## src/tmr_pkg.sv

```systemverilog
`default_nettype none
// ---------------------------------------------------------------------------
// Shared constants of the 8-bit match, PWM and capture timer.
// ---------------------------------------------------------------------------
package tmr_pkg;
	// Register byte offsets on the bus.
	localparam logic [7:0] OFS_CONTROL = 8'hb2;
	localparam logic [7:0] OFS_COUNT   = 8'hb3;
	localparam logic [7:0] OFS_MATCH   = 8'hb4;
	// Control register field positions.
	localparam int BIT_ON    = 7;
	localparam int BIT_MODE1 = 5;
	localparam int BIT_MODE0 = 4;
	localparam int BIT_CK2   = 3;
	localparam int BIT_CK0   = 1;
	localparam int BIT_CLR   = 0;
	// Reset values.
	localparam logic [7:0] RST_CONTROL = 8'h00;
	localparam logic [7:0] RST_COUNT   = 8'h00;
	localparam logic [7:0] RST_MATCH   = 8'hff;
	localparam logic [7:0] RST_CAPTURE = 8'h00;
	// Prescaler width, enough for the largest ratio of 2048.
	localparam int PRE_W = 11;
	// Clock select code that picks the external count clock.
	localparam logic [2:0] CK_EXTERNAL = 3'h7;
	// Operating modes, one-hot.
	typedef enum logic [2:0] {
		TMR_COUNTER = 3'b001,
		TMR_PWM     = 3'b010,
		TMR_CAPTURE = 3'b100
	} tmr_mode_t;
endpackage
`default_nettype wire

```

## src/tmr_timer8.sv

```systemverilog
`timescale 1ns/100ps
`default_nettype none
module tmr_timer8 #(
	parameter int CNT_W = 8
) (
	// Clock and reset.
	input  wire logic             clk,
	input  wire logic             reset_n,
	// Classic Wishbone slave.
	input  wire logic             wb_cyc_i,
	input  wire logic             wb_stb_i,
	input  wire logic             wb_we_i,
	input  wire logic [7:0]       wb_adr_i,
	input  wire logic [3:0]       wb_sel_i,
	input  wire logic [31:0]      wb_dat_i,
	output logic      [31:0]      wb_dat_o,
	output logic                  wb_ack_o,
	output logic                  wb_err_o,
	// Pins.
	input  wire logic             ext_count_clock,
	input  wire logic             capture_trigger_input,
	output logic                  match_toggle_out,
	output logic                  pwm_wave_out,
	// Events toward the shared interrupt flag register.
	output logic                  match_irq_pulse,
	output logic                  overflow_irq_pulse
);
	// -----------------------------------------------------------------------
	// Register state.
	// -----------------------------------------------------------------------
	logic [7:0]           control_r;
	logic [CNT_W-1:0]     count_r;
	logic [CNT_W-1:0]     match_r;
	logic [CNT_W-1:0]     capture_r;
	logic [tmr_pkg::PRE_W-1:0] pre_r;
	logic                 ext_prev_r;
	logic                 tick_nxt;
	logic                 is_match;
	tmr_pkg::tmr_mode_t   mode;

	logic       timer_on;
	logic [2:0] clock_source_select;
	assign timer_on            = control_r[tmr_pkg::BIT_ON];
	assign clock_source_select = control_r[tmr_pkg::BIT_CK2:tmr_pkg::BIT_CK0];

	// -----------------------------------------------------------------------
	// Bus slave.
	// -----------------------------------------------------------------------
	logic req;
	logic hit;
	logic wr;
	assign req = wb_cyc_i && wb_stb_i && !wb_ack_o && !wb_err_o;
	assign hit = (wb_adr_i == tmr_pkg::OFS_CONTROL) || (wb_adr_i == tmr_pkg::OFS_COUNT)
		|| (wb_adr_i == tmr_pkg::OFS_MATCH);
	assign wr  = req && hit && wb_we_i && wb_sel_i[0];

	// Answer one cycle after the request; unmapped addresses get err.
	always_ff @(posedge clk or negedge reset_n) begin
		if (!reset_n) begin
			wb_ack_o <= 1'b0;
			wb_err_o <= 1'b0;
		end else begin
			wb_ack_o <= req && hit;
			wb_err_o <= req && !hit;
		end
	end

	// Read data is registered; in capture mode the shared offset shows the capture.
	always_ff @(posedge clk or negedge reset_n) begin
		if (!reset_n) begin
			wb_dat_o <= 32'h0000_0000;
		end else if (req && hit && !wb_we_i) begin
			case (wb_adr_i)
				tmr_pkg::OFS_CONTROL: wb_dat_o <= {24'h00_0000, control_r & 8'hbf};
				tmr_pkg::OFS_COUNT:   wb_dat_o <= {24'h00_0000, 8'(count_r)};
				tmr_pkg::OFS_MATCH:   wb_dat_o <= {24'h00_0000,
					(mode == tmr_pkg::TMR_CAPTURE) ? 8'(capture_r) : 8'(match_r)};
				default:              wb_dat_o <= 32'h0000_0000;
			endcase
		end
	end

	// Control register; the clear bit drops itself at the same edge that it zeroes the count.
	always_ff @(posedge clk or negedge reset_n) begin
		if (!reset_n) begin
			control_r <= tmr_pkg::RST_CONTROL;
		end else if (wr && wb_adr_i == tmr_pkg::OFS_CONTROL) begin
			control_r <= wb_dat_i[7:0] & 8'hbf;
		end else begin
			control_r[tmr_pkg::BIT_CLR] <= 1'b0;
		end
	end

	// Match value; writes always land here, even in capture mode.
	always_ff @(posedge clk or negedge reset_n) begin
		if (!reset_n) begin
			match_r <= CNT_W'(tmr_pkg::RST_MATCH);
		end else if (wr && wb_adr_i == tmr_pkg::OFS_MATCH) begin
			match_r <= CNT_W'(wb_dat_i[7:0]);
		end
	end

	// -----------------------------------------------------------------------
	// Mode decode.
	// -----------------------------------------------------------------------
	always_comb begin
		case (control_r[tmr_pkg::BIT_MODE1:tmr_pkg::BIT_MODE0])
			2'h0:    mode = tmr_pkg::TMR_COUNTER;
			2'h1:    mode = tmr_pkg::TMR_PWM;
			default: mode = tmr_pkg::TMR_CAPTURE;
		endcase
	end

	// -----------------------------------------------------------------------
	// Timer clock: prescaler taps or external rising edge.
	// -----------------------------------------------------------------------
	// The prescaler runs free so a ratio change takes effect at once.
	always_ff @(posedge clk or negedge reset_n) begin
		if (!reset_n) begin
			pre_r      <= '0;
			ext_prev_r <= 1'b0;
		end else begin
			pre_r      <= pre_r + 1'b1;
			ext_prev_r <= ext_count_clock;
		end
	end

	// A tick is the cycle where the low bits of the prescaler all wrap.
	always_comb begin
		case (clock_source_select)
			3'h0:    tick_nxt = pre_r[0] == 1'b1;
			3'h1:    tick_nxt = pre_r[1:0] == 2'h3;
			3'h2:    tick_nxt = pre_r[2:0] == 3'h7;
			3'h3:    tick_nxt = pre_r[4:0] == 5'h1f;
			3'h4:    tick_nxt = pre_r[6:0] == 7'h7f;
			3'h5:    tick_nxt = pre_r[8:0] == 9'h1ff;
			3'h6:    tick_nxt = pre_r[10:0] == 11'h7ff;
			default: tick_nxt = ext_count_clock && !ext_prev_r;
		endcase
	end

	logic tick;
	assign tick     = timer_on && tick_nxt;
	// Zero match value is left undefined; it simply compares like any other.
	assign is_match = (count_r == match_r);

	// -----------------------------------------------------------------------
	// Counter.
	// -----------------------------------------------------------------------
	// A match is acted on at the tick that leaves the matching count.
	always_ff @(posedge clk or negedge reset_n) begin
		if (!reset_n) begin
			count_r <= CNT_W'(tmr_pkg::RST_COUNT);
		end else if (control_r[tmr_pkg::BIT_CLR]) begin
			count_r <= '0;
		end else if (tick) begin
			if (is_match && mode != tmr_pkg::TMR_PWM)
				count_r <= '0;
			else
				count_r <= count_r + 1'b1;
		end
	end

	// -----------------------------------------------------------------------
	// Events, one clock wide, for the external flag register.
	// -----------------------------------------------------------------------
	always_ff @(posedge clk or negedge reset_n) begin
		if (!reset_n) begin
			match_irq_pulse    <= 1'b0;
			overflow_irq_pulse <= 1'b0;
		end else begin
			match_irq_pulse    <= tick && is_match;
			overflow_irq_pulse <= tick && mode == tmr_pkg::TMR_PWM
				&& count_r == {CNT_W{1'b1}};
		end
	end

	// -----------------------------------------------------------------------
	// Outputs: toggle and PWM.
	// -----------------------------------------------------------------------
	always_ff @(posedge clk or negedge reset_n) begin
		if (!reset_n) begin
			match_toggle_out <= 1'b0;
		end else if (tick && is_match && mode == tmr_pkg::TMR_COUNTER) begin
			match_toggle_out <= !match_toggle_out;
		end
	end

	// High from wrap until the match count, low after; the pin mux is outside.
	always_ff @(posedge clk or negedge reset_n) begin
		if (!reset_n) begin
			pwm_wave_out <= 1'b0;
		end else if (mode != tmr_pkg::TMR_PWM || !timer_on) begin
			pwm_wave_out <= 1'b0;
		end else if (tick && count_r == {CNT_W{1'b1}}) begin
			pwm_wave_out <= 1'b1;
		end else if (tick && is_match) begin
			pwm_wave_out <= 1'b0;
		end
	end

	// -----------------------------------------------------------------------
	// Capture: trigger arrives already edge-qualified by interrupt logic.
	// -----------------------------------------------------------------------
	always_ff @(posedge clk or negedge reset_n) begin
		if (!reset_n) begin
			capture_r <= CNT_W'(tmr_pkg::RST_CAPTURE);
		end else if (timer_on && mode == tmr_pkg::TMR_CAPTURE && capture_trigger_input) begin
			capture_r <= count_r;
		end
	end

	// -----------------------------------------------------------------------
	// Checks.
	// -----------------------------------------------------------------------
	cnt_match_clear_a: assert property (@(posedge clk) disable iff (!reset_n)
		(tick && is_match && mode != tmr_pkg::TMR_PWM && !control_r[0]) |=> count_r == '0)
		else $error("Count not cleared on match.");
	cnt_advance_a: assert property (@(posedge clk) disable iff (!reset_n)
		(tick && !is_match && !control_r[0]) |=> count_r == $past(count_r) + 1'b1)
		else $error("Count did not advance.");
	cnt_hold_a: assert property (@(posedge clk) disable iff (!reset_n)
		(!timer_on && !control_r[0]) |=> $stable(count_r))
		else $error("Disabled count moved.");
	clr_self_a: assert property (@(posedge clk) disable iff (!reset_n)
		(control_r[0] && !wr) |=> !control_r[0] && count_r == '0)
		else $error("Clear bit stuck.");
	match_event_a: assert property (@(posedge clk) disable iff (!reset_n)
		(tick && is_match) |=> match_irq_pulse)
		else $error("Match event missing.");
	pwm_wrap_a: assert property (@(posedge clk) disable iff (!reset_n)
		(tick && mode == tmr_pkg::TMR_PWM && count_r == {CNT_W{1'b1}} && !control_r[0])
		|=> overflow_irq_pulse && count_r == '0)
		else $error("PWM wrap wrong.");
	toggle_flip_a: assert property (@(posedge clk) disable iff (!reset_n)
		(tick && is_match && mode == tmr_pkg::TMR_COUNTER)
		|=> match_toggle_out != $past(match_toggle_out))
		else $error("Toggle missed.");
	cap_load_a: assert property (@(posedge clk) disable iff (!reset_n)
		(timer_on && mode == tmr_pkg::TMR_CAPTURE && capture_trigger_input)
		|=> capture_r == $past(count_r))
		else $error("Capture not loaded.");
	bus_ack_a: assert property (@(posedge clk) disable iff (!reset_n)
		(req && hit) |=> wb_ack_o ##1 !wb_ack_o)
		else $error("Ack timing wrong.");

	// -----------------------------------------------------------------------
	// Bus checks.
	// -----------------------------------------------------------------------
	// A held request must not be answered twice, so ack lasts one cycle.
	ack_single_a: assert property (@(posedge clk) disable iff (!reset_n)
		wb_ack_o |=> !wb_ack_o)
		else $error("Ack lasted more than one cycle.");
	// The error answer follows the same one-cycle rule as ack.
	err_single_a: assert property (@(posedge clk) disable iff (!reset_n)
		wb_err_o |=> !wb_err_o)
		else $error("Err lasted more than one cycle.");
	// A master must never see both answers for one request.
	ack_err_excl_a: assert property (@(posedge clk) disable iff (!reset_n)
		!(wb_ack_o && wb_err_o))
		else $error("Ack and err together.");
	// Unmapped addresses are refused with err one cycle after the request.
	bus_err_a: assert property (@(posedge clk) disable iff (!reset_n)
		(req && !hit) |=> wb_err_o)
		else $error("Unmapped access not refused.");
	// A control write lands whole, with the unused bit forced to zero.
	ctl_write_a: assert property (@(posedge clk) disable iff (!reset_n)
		(wr && wb_adr_i == tmr_pkg::OFS_CONTROL) |=> control_r == ($past(wb_dat_i[7:0]) & 8'hbf))
		else $error("Control write lost.");
	// The shared offset always writes the match value, in every mode.
	match_write_a: assert property (@(posedge clk) disable iff (!reset_n)
		(wr && wb_adr_i == tmr_pkg::OFS_MATCH) |=> match_r == CNT_W'($past(wb_dat_i[7:0])))
		else $error("Match write lost.");
	// In capture mode a read of the shared offset returns the capture.
	cap_read_a: assert property (@(posedge clk) disable iff (!reset_n)
		(req && hit && !wb_we_i && wb_adr_i == tmr_pkg::OFS_MATCH && mode == tmr_pkg::TMR_CAPTURE)
		|=> wb_dat_o == {24'h00_0000, 8'($past(capture_r))})
		else $error("Capture read wrong.");
	// Outside capture mode the shared offset reads back the match value.
	match_read_a: assert property (@(posedge clk) disable iff (!reset_n)
		(req && hit && !wb_we_i && wb_adr_i == tmr_pkg::OFS_MATCH && mode != tmr_pkg::TMR_CAPTURE)
		|=> wb_dat_o == {24'h00_0000, 8'($past(match_r))})
		else $error("Match read wrong.");
	// A count read shows the count of the cycle in which it was taken.
	cnt_read_a: assert property (@(posedge clk) disable iff (!reset_n)
		(req && hit && !wb_we_i && wb_adr_i == tmr_pkg::OFS_COUNT)
		|=> wb_dat_o == {24'h00_0000, 8'($past(count_r))})
		else $error("Count read wrong.");

	// -----------------------------------------------------------------------
	// Timer clock and counter checks.
	// -----------------------------------------------------------------------
	// The high mode bit alone picks capture, whatever the low bit says.
	mode_decode_a: assert property (@(posedge clk) disable iff (!reset_n)
		mode == (control_r[tmr_pkg::BIT_MODE1] ? tmr_pkg::TMR_CAPTURE
		: (control_r[tmr_pkg::BIT_MODE0] ? tmr_pkg::TMR_PWM : tmr_pkg::TMR_COUNTER)))
		else $error("Mode decode wrong.");
	// Every prescaled ratio is even, so its tick falls on an odd prescaler phase.
	pre_phase_a: assert property (@(posedge clk) disable iff (!reset_n)
		(tick && clock_source_select != tmr_pkg::CK_EXTERNAL) |-> pre_r[0])
		else $error("Prescaled tick off phase.");
	// At the fastest ratio two ticks never come back to back.
	div2_rate_a: assert property (@(posedge clk) disable iff (!reset_n)
		(tick && clock_source_select == 3'h0)
		|=> !tick || clock_source_select == tmr_pkg::CK_EXTERNAL)
		else $error("Divide by two rate wrong.");
	// The external clock ticks exactly on a rising pin edge.
	ext_edge_a: assert property (@(posedge clk) disable iff (!reset_n)
		(timer_on && clock_source_select == tmr_pkg::CK_EXTERNAL) |-> tick == $rose(ext_count_clock))
		else $error("External edge tick wrong.");
	// The clear bit beats any tick, in every mode.
	clr_wins_a: assert property (@(posedge clk) disable iff (!reset_n)
		control_r[tmr_pkg::BIT_CLR] |=> count_r == '0)
		else $error("Clear bit did not clear.");
	// In PWM mode a match must not clear; the count runs on.
	pwm_run_a: assert property (@(posedge clk) disable iff (!reset_n)
		(tick && mode == tmr_pkg::TMR_PWM && is_match && !control_r[tmr_pkg::BIT_CLR])
		|=> count_r == $past(count_r) + 1'b1)
		else $error("PWM match cleared the count.");
	// A stopped timer must stay silent toward the flag register.
	off_quiet_a: assert property (@(posedge clk) disable iff (!reset_n)
		!timer_on |=> !match_irq_pulse && !overflow_irq_pulse)
		else $error("Event from a stopped timer.");
	// A match event only ever follows a tick at the matching count.
	match_cause_a: assert property (@(posedge clk) disable iff (!reset_n)
		match_irq_pulse |-> $past(tick && is_match))
		else $error("Spurious match event.");

	// -----------------------------------------------------------------------
	// Output and capture checks.
	// -----------------------------------------------------------------------
	// Overflow is gated on PWM mode, so counter and capture modes raise none.
	ovf_pwm_only_a: assert property (@(posedge clk) disable iff (!reset_n)
		(mode != tmr_pkg::TMR_PWM) |=> !overflow_irq_pulse)
		else $error("Overflow outside PWM mode.");
	// The wave idles low so the shared pin is quiet outside PWM mode.
	pwm_idle_a: assert property (@(posedge clk) disable iff (!reset_n)
		(mode != tmr_pkg::TMR_PWM || !timer_on) |=> !pwm_wave_out)
		else $error("PWM wave outside PWM mode.");
	// The wave goes high at the wrap tick.
	pwm_rise_a: assert property (@(posedge clk) disable iff (!reset_n)
		(tick && mode == tmr_pkg::TMR_PWM && count_r == {CNT_W{1'b1}}) |=> pwm_wave_out)
		else $error("PWM wave did not rise at wrap.");
	// The wave goes low at the tick that leaves the match count, unless that tick is the wrap tick, where the rise wins.
	pwm_fall_a: assert property (@(posedge clk) disable iff (!reset_n)
		(tick && mode == tmr_pkg::TMR_PWM && is_match && count_r != {CNT_W{1'b1}})
		|=> !pwm_wave_out)
		else $error("PWM wave did not fall at match.");
	// Outside capture mode a stray trigger must not disturb the capture.
	cap_mode_hold_a: assert property (@(posedge clk) disable iff (!reset_n)
		(mode != tmr_pkg::TMR_CAPTURE) |=> $stable(capture_r))
		else $error("Capture moved outside capture mode.");
	// A stopped timer takes no capture.
	cap_off_hold_a: assert property (@(posedge clk) disable iff (!reset_n)
		!timer_on |=> $stable(capture_r))
		else $error("Capture moved while stopped.");
	// The toggle pin freezes in capture mode, even on a match.
	cap_no_toggle_a: assert property (@(posedge clk) disable iff (!reset_n)
		(mode == tmr_pkg::TMR_CAPTURE) |=> $stable(match_toggle_out))
		else $error("Toggle moved in capture mode.");
endmodule // tmr_timer8
`default_nettype wire
```

## config.mk

```make
export PLATFORM = sky130hd
export DESIGN_NAME = tmr_timer8
export DESIGN_NICKNAME = d
export VERILOG_FILES = /design/src/tmr_pkg.sv /design/src/tmr_timer8.sv
export SDC_FILE = /design/constraint.sdc
export NUM_CORES = 1
export LEC_CHECK = 0
export BUFFER_PORTS_ARGS = -buffer_cell sky130_fd_sc_hd__buf_2
export CORE_MARGIN = 2
export CORE_UTILIZATION = 39
export CTS_CLUSTER_DIAMETER = 30
export DETAILED_ROUTE_END_ITERATION = 10
export PLACE_DENSITY = 0.72
export SLEW_MARGIN = 15
export SYNTH_ARGS = -nofsm -noshare
export SYNTH_HDL_FRONTEND = slang
export SYNTH_SLANG_ARGS = --single-unit
```

## constraint.sdc

```tcl
create_clock -name clk -period 2 [get_ports clk]
set_input_delay 0.4 -clock clk [delete_from_list [all_inputs] [get_ports clk]]
set_output_delay 0.4 -clock clk [all_outputs]
set_load 0.005 [all_outputs]
```

### Word-level counts from Yosys, hierarchy flattened

Cells that the tools add are included.
W data, S select, Z words.

| cells by class | value |
|---|---|
| $add $sub $neg | 2 |
| equality and inequality tests | 22 |
| multiplexer cells | 11 |
| reduce and logical (&&, ||, !) cells | 34 |

Operators by type and width:

| operator | count |
|---|---|
| $eq A8 B8 Y1 const B | 4 |
| $mux W8 | 4 |
| $pmux W8 S3 | 1 |
| $logic_and A1 B1 Y1 | 20 |
| $eq A3 B3 Y1 const B | 5 |
| $add A11 B1 Y11 const B | 1 |
| $eq A11 B11 Y1 const B | 1 |
| $eq A3 B2 Y1 const B | 3 |
| $eq A9 B9 Y1 const B | 1 |
| $add A8 B1 Y8 const B | 1 |
| $eq A8 B8 Y1 | 1 |
| $eq A7 B7 Y1 const B | 1 |
| $logic_not A1 Y1 | 7 |
| $pmux W1 S7 | 1 |
| $eq A3 B1 Y1 const B | 2 |
| $pmux W3 S2 | 1 |
| $eq A5 B5 Y1 const B | 1 |
| $mux W1 | 4 |
| $logic_not A3 Y1 | 1 |
| $logic_or A1 B1 Y1 | 3 |
| $ne A3 B2 Y1 const B | 1 |
| $reduce_bool A3 Y1 | 1 |
| $eq A2 B1 Y1 const B | 1 |
| $eq A2 B2 Y1 const B | 1 |
| other kinds (2) | 2 |

| word-level totals | value |
|---|---|
| register bits after elaboration | 81 |
| bits of input ports | 51 |
| output and inout port bits | 38 |
| logic and storage cells | 83 |

### Logic depth before layout (Yosys ltp)

Gate-level depths: netlist of run 1.

| depth | value |
|---|---|
| depth after elaboration | 8 |
| mapped depth | 9 |
| mapped depth without buffers | 9 |

### Worst setup path before layout of run 1

Ideal clock, no wire load.

| path | value |
|---|---|
| path type | register to register |
| from | register pre_r[0] (netlist bit) |
| to | register count_r[7] |
| setup time | 0.101 ns |
| data arrival time | 1.907 ns |
| data required time | 1.899 ns |
| setup slack | -0.008 ns |
| cell stages (with the launch flop) | 10 |
| buffers on the path | 0 |
| period minus slack after synthesis | 2.008 ns |
| cell sequence | dfrtp_1 -> ha_1 -> nand3_1 -> nor3_1 -> ha_1 -> o21ai_0 -> a21boi_0 -> o31a_2 -> nand2_1 -> o32ai_1 |

| between the ends | value |
|---|---|
| cells in the longest elaborated chain, start to end | 4 |
| elaborated cells on any way between the ends | 9 |
| those cells by class | eq/ne (6); mux (1); reduce/logical (2) |

Ends and longest elaborated chain:

| what | RTL line | source |
|---|---|---|
| start: declaration | tmr_timer8.sv:35 | `logic [tmr_pkg::PRE_W-1:0] pre_r;` |
| start signal: assignment | tmr_timer8.sv:123 | `pre_r <= pre_r + 1'b1;` |
| $eq A11 B11 Y1 (tied with other cells) | tmr_timer8.sv:137 | `3'h6: tick_nxt = pre_r[10:0] == 11'h7ff;` |
| $pmux W1 S7 (*) | tmr_timer8.sv:130 | `case (clock_source_select)` |
| $logic_and A1 B1 Y1 (*) | tmr_timer8.sv:143 | `assign tick = timer_on && tick_nxt;` |
| $reduce_bool A2 Y1 (no line) (*) | n/a |  |
| end signal: assignment | tmr_timer8.sv:153 | `count_r <= CNT_W'(tmr_pkg::RST_COUNT);` |
| end signal: assignment | tmr_timer8.sv:160 | `count_r <= count_r + 1'b1;` |
| end: declaration | tmr_timer8.sv:32 | `logic [CNT_W-1:0] count_r;` |

Mark *: on every way between the ends. The rest lies on a longest branch, timed or not.
A chain may end at the register's enable or synchronous reset.

### Worst setup path in the final report of run 1

| path | value |
|---|---|
| from | register pre_r[1] (netlist bit) |
| to | register count_r[6] |

The elaborated chain is that of the path after synthesis.

==> results.py, run 1 <==
metrics = {
    "place": {
        "placedCellCount": 439,
        "dpl_cell_area_um2": 3470,
        "hpwlAfterDp_mm": 4.69,
        "portBuffers": 37,
        "place_congestion": 0.847,
    },
    "clock_tree": {
        "clock-sinks": 57,
        "clk_path_buf_depth": 2,
        "clkLatencyLatePin_ps": 340,
        "cts_buffers": 9,
        "htree_levels": 3,
        "clk_pin_slew_worst_paths_ps": 70,
        "tritoncts": "done",
        "cts_root_buf": "clkbuf_8",
        "cts_hold_buf": 0,
    },
    "sta": {
        "tns_ps": 0,
        "finalCriticalPeriod_ps": 1990,
        "setup_viol": 0,
        "fmax_ghz": 0.503,
        "grt_setup_unrepaired": "true",
        "finalHoldViolCount": 0,
        "hold_slack_ps": 41.6,
        "final.setup_skew_ps": 7.51,
        "post-route-period-util_pct": 99.4,
        "slew_violations": 0,
    },
    "floorplan": {
        "die_w_um": 92.5,
        "die_h_um": 92.5,
        "ios": 89,
        "start_util_pct": 39.9,
        "core_region_area_um2": 7650,
        "dieArea_um2": 8560,
        "placementRows": 32,
    },
    "worst_setup_path": {
        "cp.arrival_ps": 2220,
        "slowest_delay_ps": 410,
        "crit_fanout": 8,
        "worstSetupStartpointType": "register",
        "reg2reg_to": "count_r[6]",
        "path_cells": "ha_4, nand3_4, nor3_2, ha_2, o21ai_2, a21boi_2, o31ai_4, buf_12, a21oi_1, o32ai_1",
        "rrSetupSlack_ps": 10,
        "cp-startpoint": "pre_r[1]",
        "critPathRequiredTime_ps": 2240,
        "critical_path_class": "reg -> reg",
        "r2r_start": "pre_r[1]",
        "endpoint_kind": "register",
        "endpoint": "count_r[6]",
        "slowest_stage": "dfrtp_1",
        "r2r_cells": 10,
    },
    "yosys": {
        "synth_cell_types": 51,
        "synth_area_um2": 3050,
        "synth-seq-cells": 57,
        "synthFlopType": "dfrtp_1",
        "synth-async-reset-ratio_pct": 100,
        "synth_edf_count": 0,
        "avgSynthCellArea_um2": 10.9,
        "postSynthCellCount": 281,
        "synth_area_leaders": "dfrtp_1, dfstp_2, mux2_4",
        "yosysWarnings": 0,
        "yosysSeqAreaShare_pct": 47.0,
        "yosys.area.top_type": "dfrtp_1",
        "yosysTopAreaCellShare_pct": 40.1,
    },
    "power": {
        "p_int_w": 0.00165,
        "p_seq_share_pct": 53.0,
        "power_leakage_nw": 1.76,
        "power.combinational.fraction_pct": 5.4,
        "ir_worst_vdd_mv": 0.291,
        "pwr_density_cell_nw_per_um2": 580,
        "clkPwrFrac_pct": 41.7,
        "power.switching_w": 0.000553,
        "p_sw_share_pct": 25.1,
    },
    "finish": {
        "fin_area_um2": 3800,
        "final_common_cell": "dfrtp_1",
        "layout.cells.non_filler": 458,
        "drive_gt1_share_pct": 37.4,
        "post-route-util_pct": 49.7,
        "areaGrowthSynthToFinish_pct": 24.3,
        "n_antenna_cell": 0,
        "layout_common_cells": "dfrtp_1, buf_2, buf_4, nand2_1, conb_1",
        "nets": 407,
    },
    "global_routing": {
        "grt_pass1_wl_mm": 11.2,
        "track_usage_pct": 17.3,
        "grt_overflow_total": 0,
        "grt_start_max_net_pins": 58,
        "antenna_found_initial": 0,
        "grt_pass1_vias": 2267,
    },
    "outcome": {
        "status": "completed",
    },
    "drt": {
        "drc": 0,
        "viasPerCell": 5.03,
        "wirelength_mm": 6.81,
        "first_pass_iters": 4,
        "num_vias": 2302,
        "drt_iter0_drc": 83,
        "avgRoutedWirePerCell_um": 14.9,
        "ant_nets": 0,
    },
    "min_path": {
        "hp-class": "in -> async",
    },
    "run": {
        "drv_cap": 0,
    },
}
sequential cells by signal (all words and copies together), names as in the netlist:
| signal | count |
|---|---|
| pwm_wave_out | 1 |
| ext_prev_r | 1 |
| control_r | 7 |
| wb_dat_o | 8 |
| wb_ack_o | 1 |
| match_irq_pulse | 1 |
| match_r | 8 |
| match_toggle_out | 1 |
| pre_r | 11 |
| count_r | 8 |
| overflow_irq_pulse | 1 |
| capture_r | 8 |
| wb_err_o | 1 |
how the worst min path moves through the flow:
| stage | from | to | slack, ps | cells after the start |
|---|---|---|---|---|
| after floorplan | reset_n | capture_r[0] | 100 | 0 |
| after global placement | reset_n | pre_r[6] | 420 | 2 |
| after detailed placement | reset_n | pre_r[6] | 420 | 2 |
| after CTS | reset_n | pre_r[6] | 40 | 2 |
| after global routing | reset_n | pre_r[7] | 40 | 2 |
| final | reset_n | pre_r[7] | 40 | 2 |
timing repair:
action                                  4_1_cts  5_1_grt
pin swaps                                     6        5
setup buffers                                 2        2
endpoints found under the setup margin       10       12
gates resized for setup                      15       11
cloned                                        0        0
kinds of logic after synthesis:
| family | Yosys count | synth area share [%] |
|---|---|---|
| other | 1 | 0.123 |
| and+or+nand+nor | 84 | 15.6 |
| adders and majority gates | 5 | 2.05 |
| AOI/OAI and AO/OA | 53 | 12.0 |
| muxes | 25 | 10.7 |
| xor gates and xnor gates | 15 | 4.30 |
| DFF | 57 | 47.0 |
| buffers and inverters | 41 | 8.28 |
worst max-delay path, delay by kind of cell (launching register included):
family                     cells  cell delay, ps
AOI/OAI and AO/OA              5             790
DFF                            1             410
adders and majority gates      2             370
and+or+nand+nor                2             150
buffers and inverters          1             160
power groups by stage:
stage	Clock, W	Combinational, W	Sequential (W)
after detailed placement	0	0.000117	0.00119
final	0.000918	0.000118	0.00117
after floorplan	0	0.0000764	0.00119
after CTS	0.000952	0.000119	0.00117
after global routing	0.00100	0.000133	0.00117
after global placement	0	0.000114	0.00119
synth_stat cells (3+ instances only):
library cell  count
clkbuf_1          3
dfrtp_1          49
nor2_1            5
or3_1             8
a21oi_1           9
nand4_1           3
nand2_1          26
o21ai_0          19
inv_1             9
o31ai_1           3
nand3_1          13
xor2_1           10
buf_4            25
buf_2             4
o32ai_1           5
nand2b_1          5
mux2i_1           7
ha_1              5
dfstp_2           8
a22oi_1           6
xnor2_1           5
mux2_2            4
mux2_4           14
stage by stage:
stage / setup WS (ps) / power, W
after floorplan: 65.4 / 0.00126
after global placement: -73.2 / 0.00130
after detailed placement: -140 / 0.00130
after CTS: -20.2 / 0.00224
after global routing: -67.3 / 0.00230
final: 12.6 / 0.00220
layer usage:
layer  track usage (%)  vias to the layer above  wire length (um)
li1                  -                     1092                 -
met1              20.2                     1128              2800
met2              29.0                       70              3430
met5                 0                        -                 0
met3              4.96                       12               390
met4              8.96                        0               181
layout make-up:
| class | count | area, um2 |
|---|---|---|
| multi-input cells | 206 | 1580 |
| repair buffers | 68 | 450 |
| inverters | 9 | 33.8 |
| fillers | 688 | 3850 |
| clock buffers | 9 | 124 |
| flip-flops and latches | 57 | 1440 |
| well taps | 102 | 128 |
| clock inverters | 7 | 47.5 |
Note: power is estimated with default switching activity, not from simulation.
==> run 2, diff against run 1 <==
--- a/config.mk
+++ b/config.mk
@@ -5,12 +5,13 @@
 export SDC_FILE = /design/constraint.sdc
 export NUM_CORES = 1
 export LEC_CHECK = 0
+export ABC_AREA = 1
 export BUFFER_PORTS_ARGS = -buffer_cell sky130_fd_sc_hd__buf_2
 export CORE_MARGIN = 2
 export CORE_UTILIZATION = 39
 export CTS_CLUSTER_DIAMETER = 30
 export DETAILED_ROUTE_END_ITERATION = 10
-export PLACE_DENSITY = 0.72
+export PLACE_DENSITY = 0.71
 export SLEW_MARGIN = 15
 export SYNTH_ARGS = -nofsm -noshare
 export SYNTH_HDL_FRONTEND = slang
==> run 2 against run 1 <==
Final cell count rose by 26%. Via count grew 19%. Maximum frequency rose by 6.0%. Critical path depth rose by 4. Clock skew increased by 8.7 ps. Critical endpoint is now count_r[3]. Hold slack got worse by 33 ps. Critical path type unchanged. Final area rose by 1.9%. Sequential cell count unchanged. First-iteration DRC count up 57%. Register-to-register slack improved by 110 ps.
==> results.py, run 2 <==
metrics = {
    "outcome": {
        "status": "completed",
    },
    "drt": {
        "avgRoutedWirePerCell_um": 12.1,
        "drc": 0,
        "drt_iter0_drc": 130,
        "num_vias": 2747,
        "ant_nets": 0,
        "wirelength_mm": 7.02,
        "viasPerCell": 4.75,
        "first_pass_iters": 4,
    },
    "finish": {
        "nets": 524,
        "final_common_cell": "nand2_1",
        "fillers": 793,
        "fin_area_um2": 3870,
        "n_antenna_cell": 0,
        "post-route-util_pct": 46.8,
        "top_register": "pre_r",
        "layout_common_cells": "nand2_1, dfrtp_1, inv_1, buf_2",
        "areaGrowthSynthToFinish_pct": 15.4,
        "largest_register_ffs": 11,
        "drive_gt1_share_pct": 26.2,
    },
    "worst_setup_path": {
        "worstSetupStartpointType": "register",
        "crit_fanout": 7,
        "endpoint_kind": "register",
        "cp.arrival_ps": 2110,
        "critical_path_class": "reg -> reg",
        "critPathRequiredTime_ps": 2230,
    },
    "global_routing": {
        "grt_overflow_total": 0,
        "track_usage_pct": 15.8,
        "grt_start_max_net_pins": 22,
        "grt_pass1_wl_mm": 12.1,
        "antenna_found_initial": 0,
        "grt_pass1_vias": 2653,
    },
    "place": {
        "hpwlAfterDp_mm": 5.37,
        "place_congestion": 0.858,
        "dpl_cell_area_um2": 3590,
        "portBuffers": 37,
        "place_ws_ps": -1.86,
    },
    "yosys": {
        "synth_cell_types": 37,
        "synth-simple-area-share_pct": 29.8,
        "yosysWarnings": 0,
        "yosys.area.top_type": "dfrtp_1",
        "synth_compound_area_share_pct": 8.88,
        "avgSynthCellArea_um2": 7.95,
        "synth-async-reset-ratio_pct": 100,
        "synthTopCellsByCount": "nand2_1, dfrtp_1, inv_1, nor2_1, buf_4",
        "yosysMostFrequentCell": "nand2_1",
        "synthXorXnorAreaFrac_pct": 2.87,
        "synthAdderAreaFrac_pct": 1.87,
        "synthFlopType": "dfrtp_1",
        "synth_edf_count": 0,
        "yosysTopAreaCellShare_pct": 36.6,
        "postSynthCellCount": 422,
        "synth-seq-cells": 57,
        "synthMuxAreaShare_pct": 0,
        "yosysSeqAreaShare_pct": 42.8,
        "synth_area_um2": 3350,
        "synth_area_leaders": "dfrtp_1, nand2_1, dfstp_2",
        "synth_top_family_by_area": "simple AND/OR/NAND/NOR gates",
    },
    "sta": {
        "setup_ws_ps": 124,
        "slew_violations": 0,
        "worstMarginPinSlew_ps": 656,
        "finalCriticalPeriod_ps": 1880,
        "max_slew_margin_pct": 56.3,
        "final.setup_skew_ps": 16.2,
        "post-route-period-util_pct": 93.8,
        "tns_ps": 0,
        "setup_viol": 0,
        "hold_slack_ps": 8.31,
        "finalHoldViolCount": 0,
        "fmax_ghz": 0.533,
    },
    "clock_tree": {
        "cts_buffers": 9,
        "clk_pin_slew_worst_paths_ps": 80,
        "clock-sinks": 57,
        "cts_hold_buf": 0,
        "cts_root_buf": "clkbuf_8",
        "clkLatencyLatePin_ps": 350,
        "tritoncts": "done",
        "htree_levels": 3,
        "clk_path_buf_depth": 2,
    },
    "floorplan": {
        "die_w_um": 96.7,
        "core_region_area_um2": 8260,
        "placementRows": 33,
        "start_util_pct": 40.6,
        "die_h_um": 96.7,
        "dieArea_um2": 9360,
        "ios": 89,
    },
    "power": {
        "power_leakage_nw": 2.03,
        "pwr_density_cell_nw_per_um2": 652,
        "ir_worst_vdd_mv": 0.438,
    },
    "min_path": {
        "hp-class": "in -> async",
    },
    "run": {
        "drv_cap": 0,
    },
}
## run 2: changes by cell type in the layout (fill, tap and decap cells not counted), sizes merged, moves of 7 or more
cell    delta
nor2      +27
nand4      +7
nand3     +13
nand2    +109
o21ai     +16
a21oi      -7
buf       -24
inv       +48
or3        -8
mux2i      -7
o211ai     +8
mux2      -18
## run 2: worst max-delay path, stage by stage (launching register included)
cell and delay, ps:
dfrtp_1 390, ha_2 190, nand2_1 70, nor2_2 50, nand2_1 80, inv_1 60
ha_1 190, nand3_1 100, nand2_2 70, nor2_4 140, nand3_4 120, nand2_8 110
nand2_4 60, nand2_1 80, o21ai_1 60
## run 2: area by class of cell
| class | count | area (um2) | share of cell area (%) |
|---|---|---|---|
| clock buffers | 10 | 138 | 3.56 |
| clock inverters | 6 | 90.1 | 2.33 |
| inverters | 59 | 229 | 5.92 |
| multi-input cells | 297 | 1580 | 40.9 |
| flip-flops and latches | 57 | 1440 | 37.1 |
| well taps | 105 | 131 | 3.40 |
| repair buffers | 44 | 263 | 6.79 |
## run 2: per-stage QoR
stage | std cells | power [W]
floorplan | 445 | 0.00127
global placement | 560 | 0.00130
detailed placement | 560 | 0.00131
CTS | 576 | 0.00254
global route | 578 | 0.00261
finish | 578 | 0.00252
## run 2: what timing repair did
| item | 4_1_cts | 5_1_grt |
|---|---|---|
| resized for setup | 1 | 7 |
| setup buffers | 0 | 2 |
| pin swaps | 2 | 3 |
| setup endpoints to repair | 1 | 10 |
## run 2: routing by layer
layer  track usage [%]  share of wire, %  up-vias
met5                 0                 0        -
met4              8.56               2.8        0
met3              2.53               4.2       18
met2              25.7                48       83
met1              20.2                45     1273
li1                  -                 -     1373
## run 2: cells by family after synthesis
kind of cell,count (synthesis)
AND/OR/NAND/NOR,212
other,1
adder cells (fa/ha/maj),5
flip-flops,57
buffers and inverters,91
XOR/XNOR,11
AO/OA/AOI/OAI,45
## run 2: worst paths after layout
path / start / end / slack, ps / cells past startpoint
max: pre_r[0] / count_r[3] / 120 / 14
min: reset_n / pre_r[0] / 8 / 1
max reg2reg: pre_r[0] / count_r[3] / 120 / 14
min reg2reg: pre_r[10] / pre_r[10] / 470 / 1
max in group asynchronous: reset_n / match_r[7] / 1410 / 2
min in group clk: ext_count_clock / ext_prev_r / 180 / 1
## run 2: power by group
part	total (W)	internal, W	switching (W)	leakage (nW)
Sequential	0.00117	0.00116	0.00000541	0.749
Combinational	0.000120	0.0000402	0.0000794	1.17
Clock	0.00124	0.000739	0.000500	0.113
Total	0.00252	0.00194	0.000585	2.03
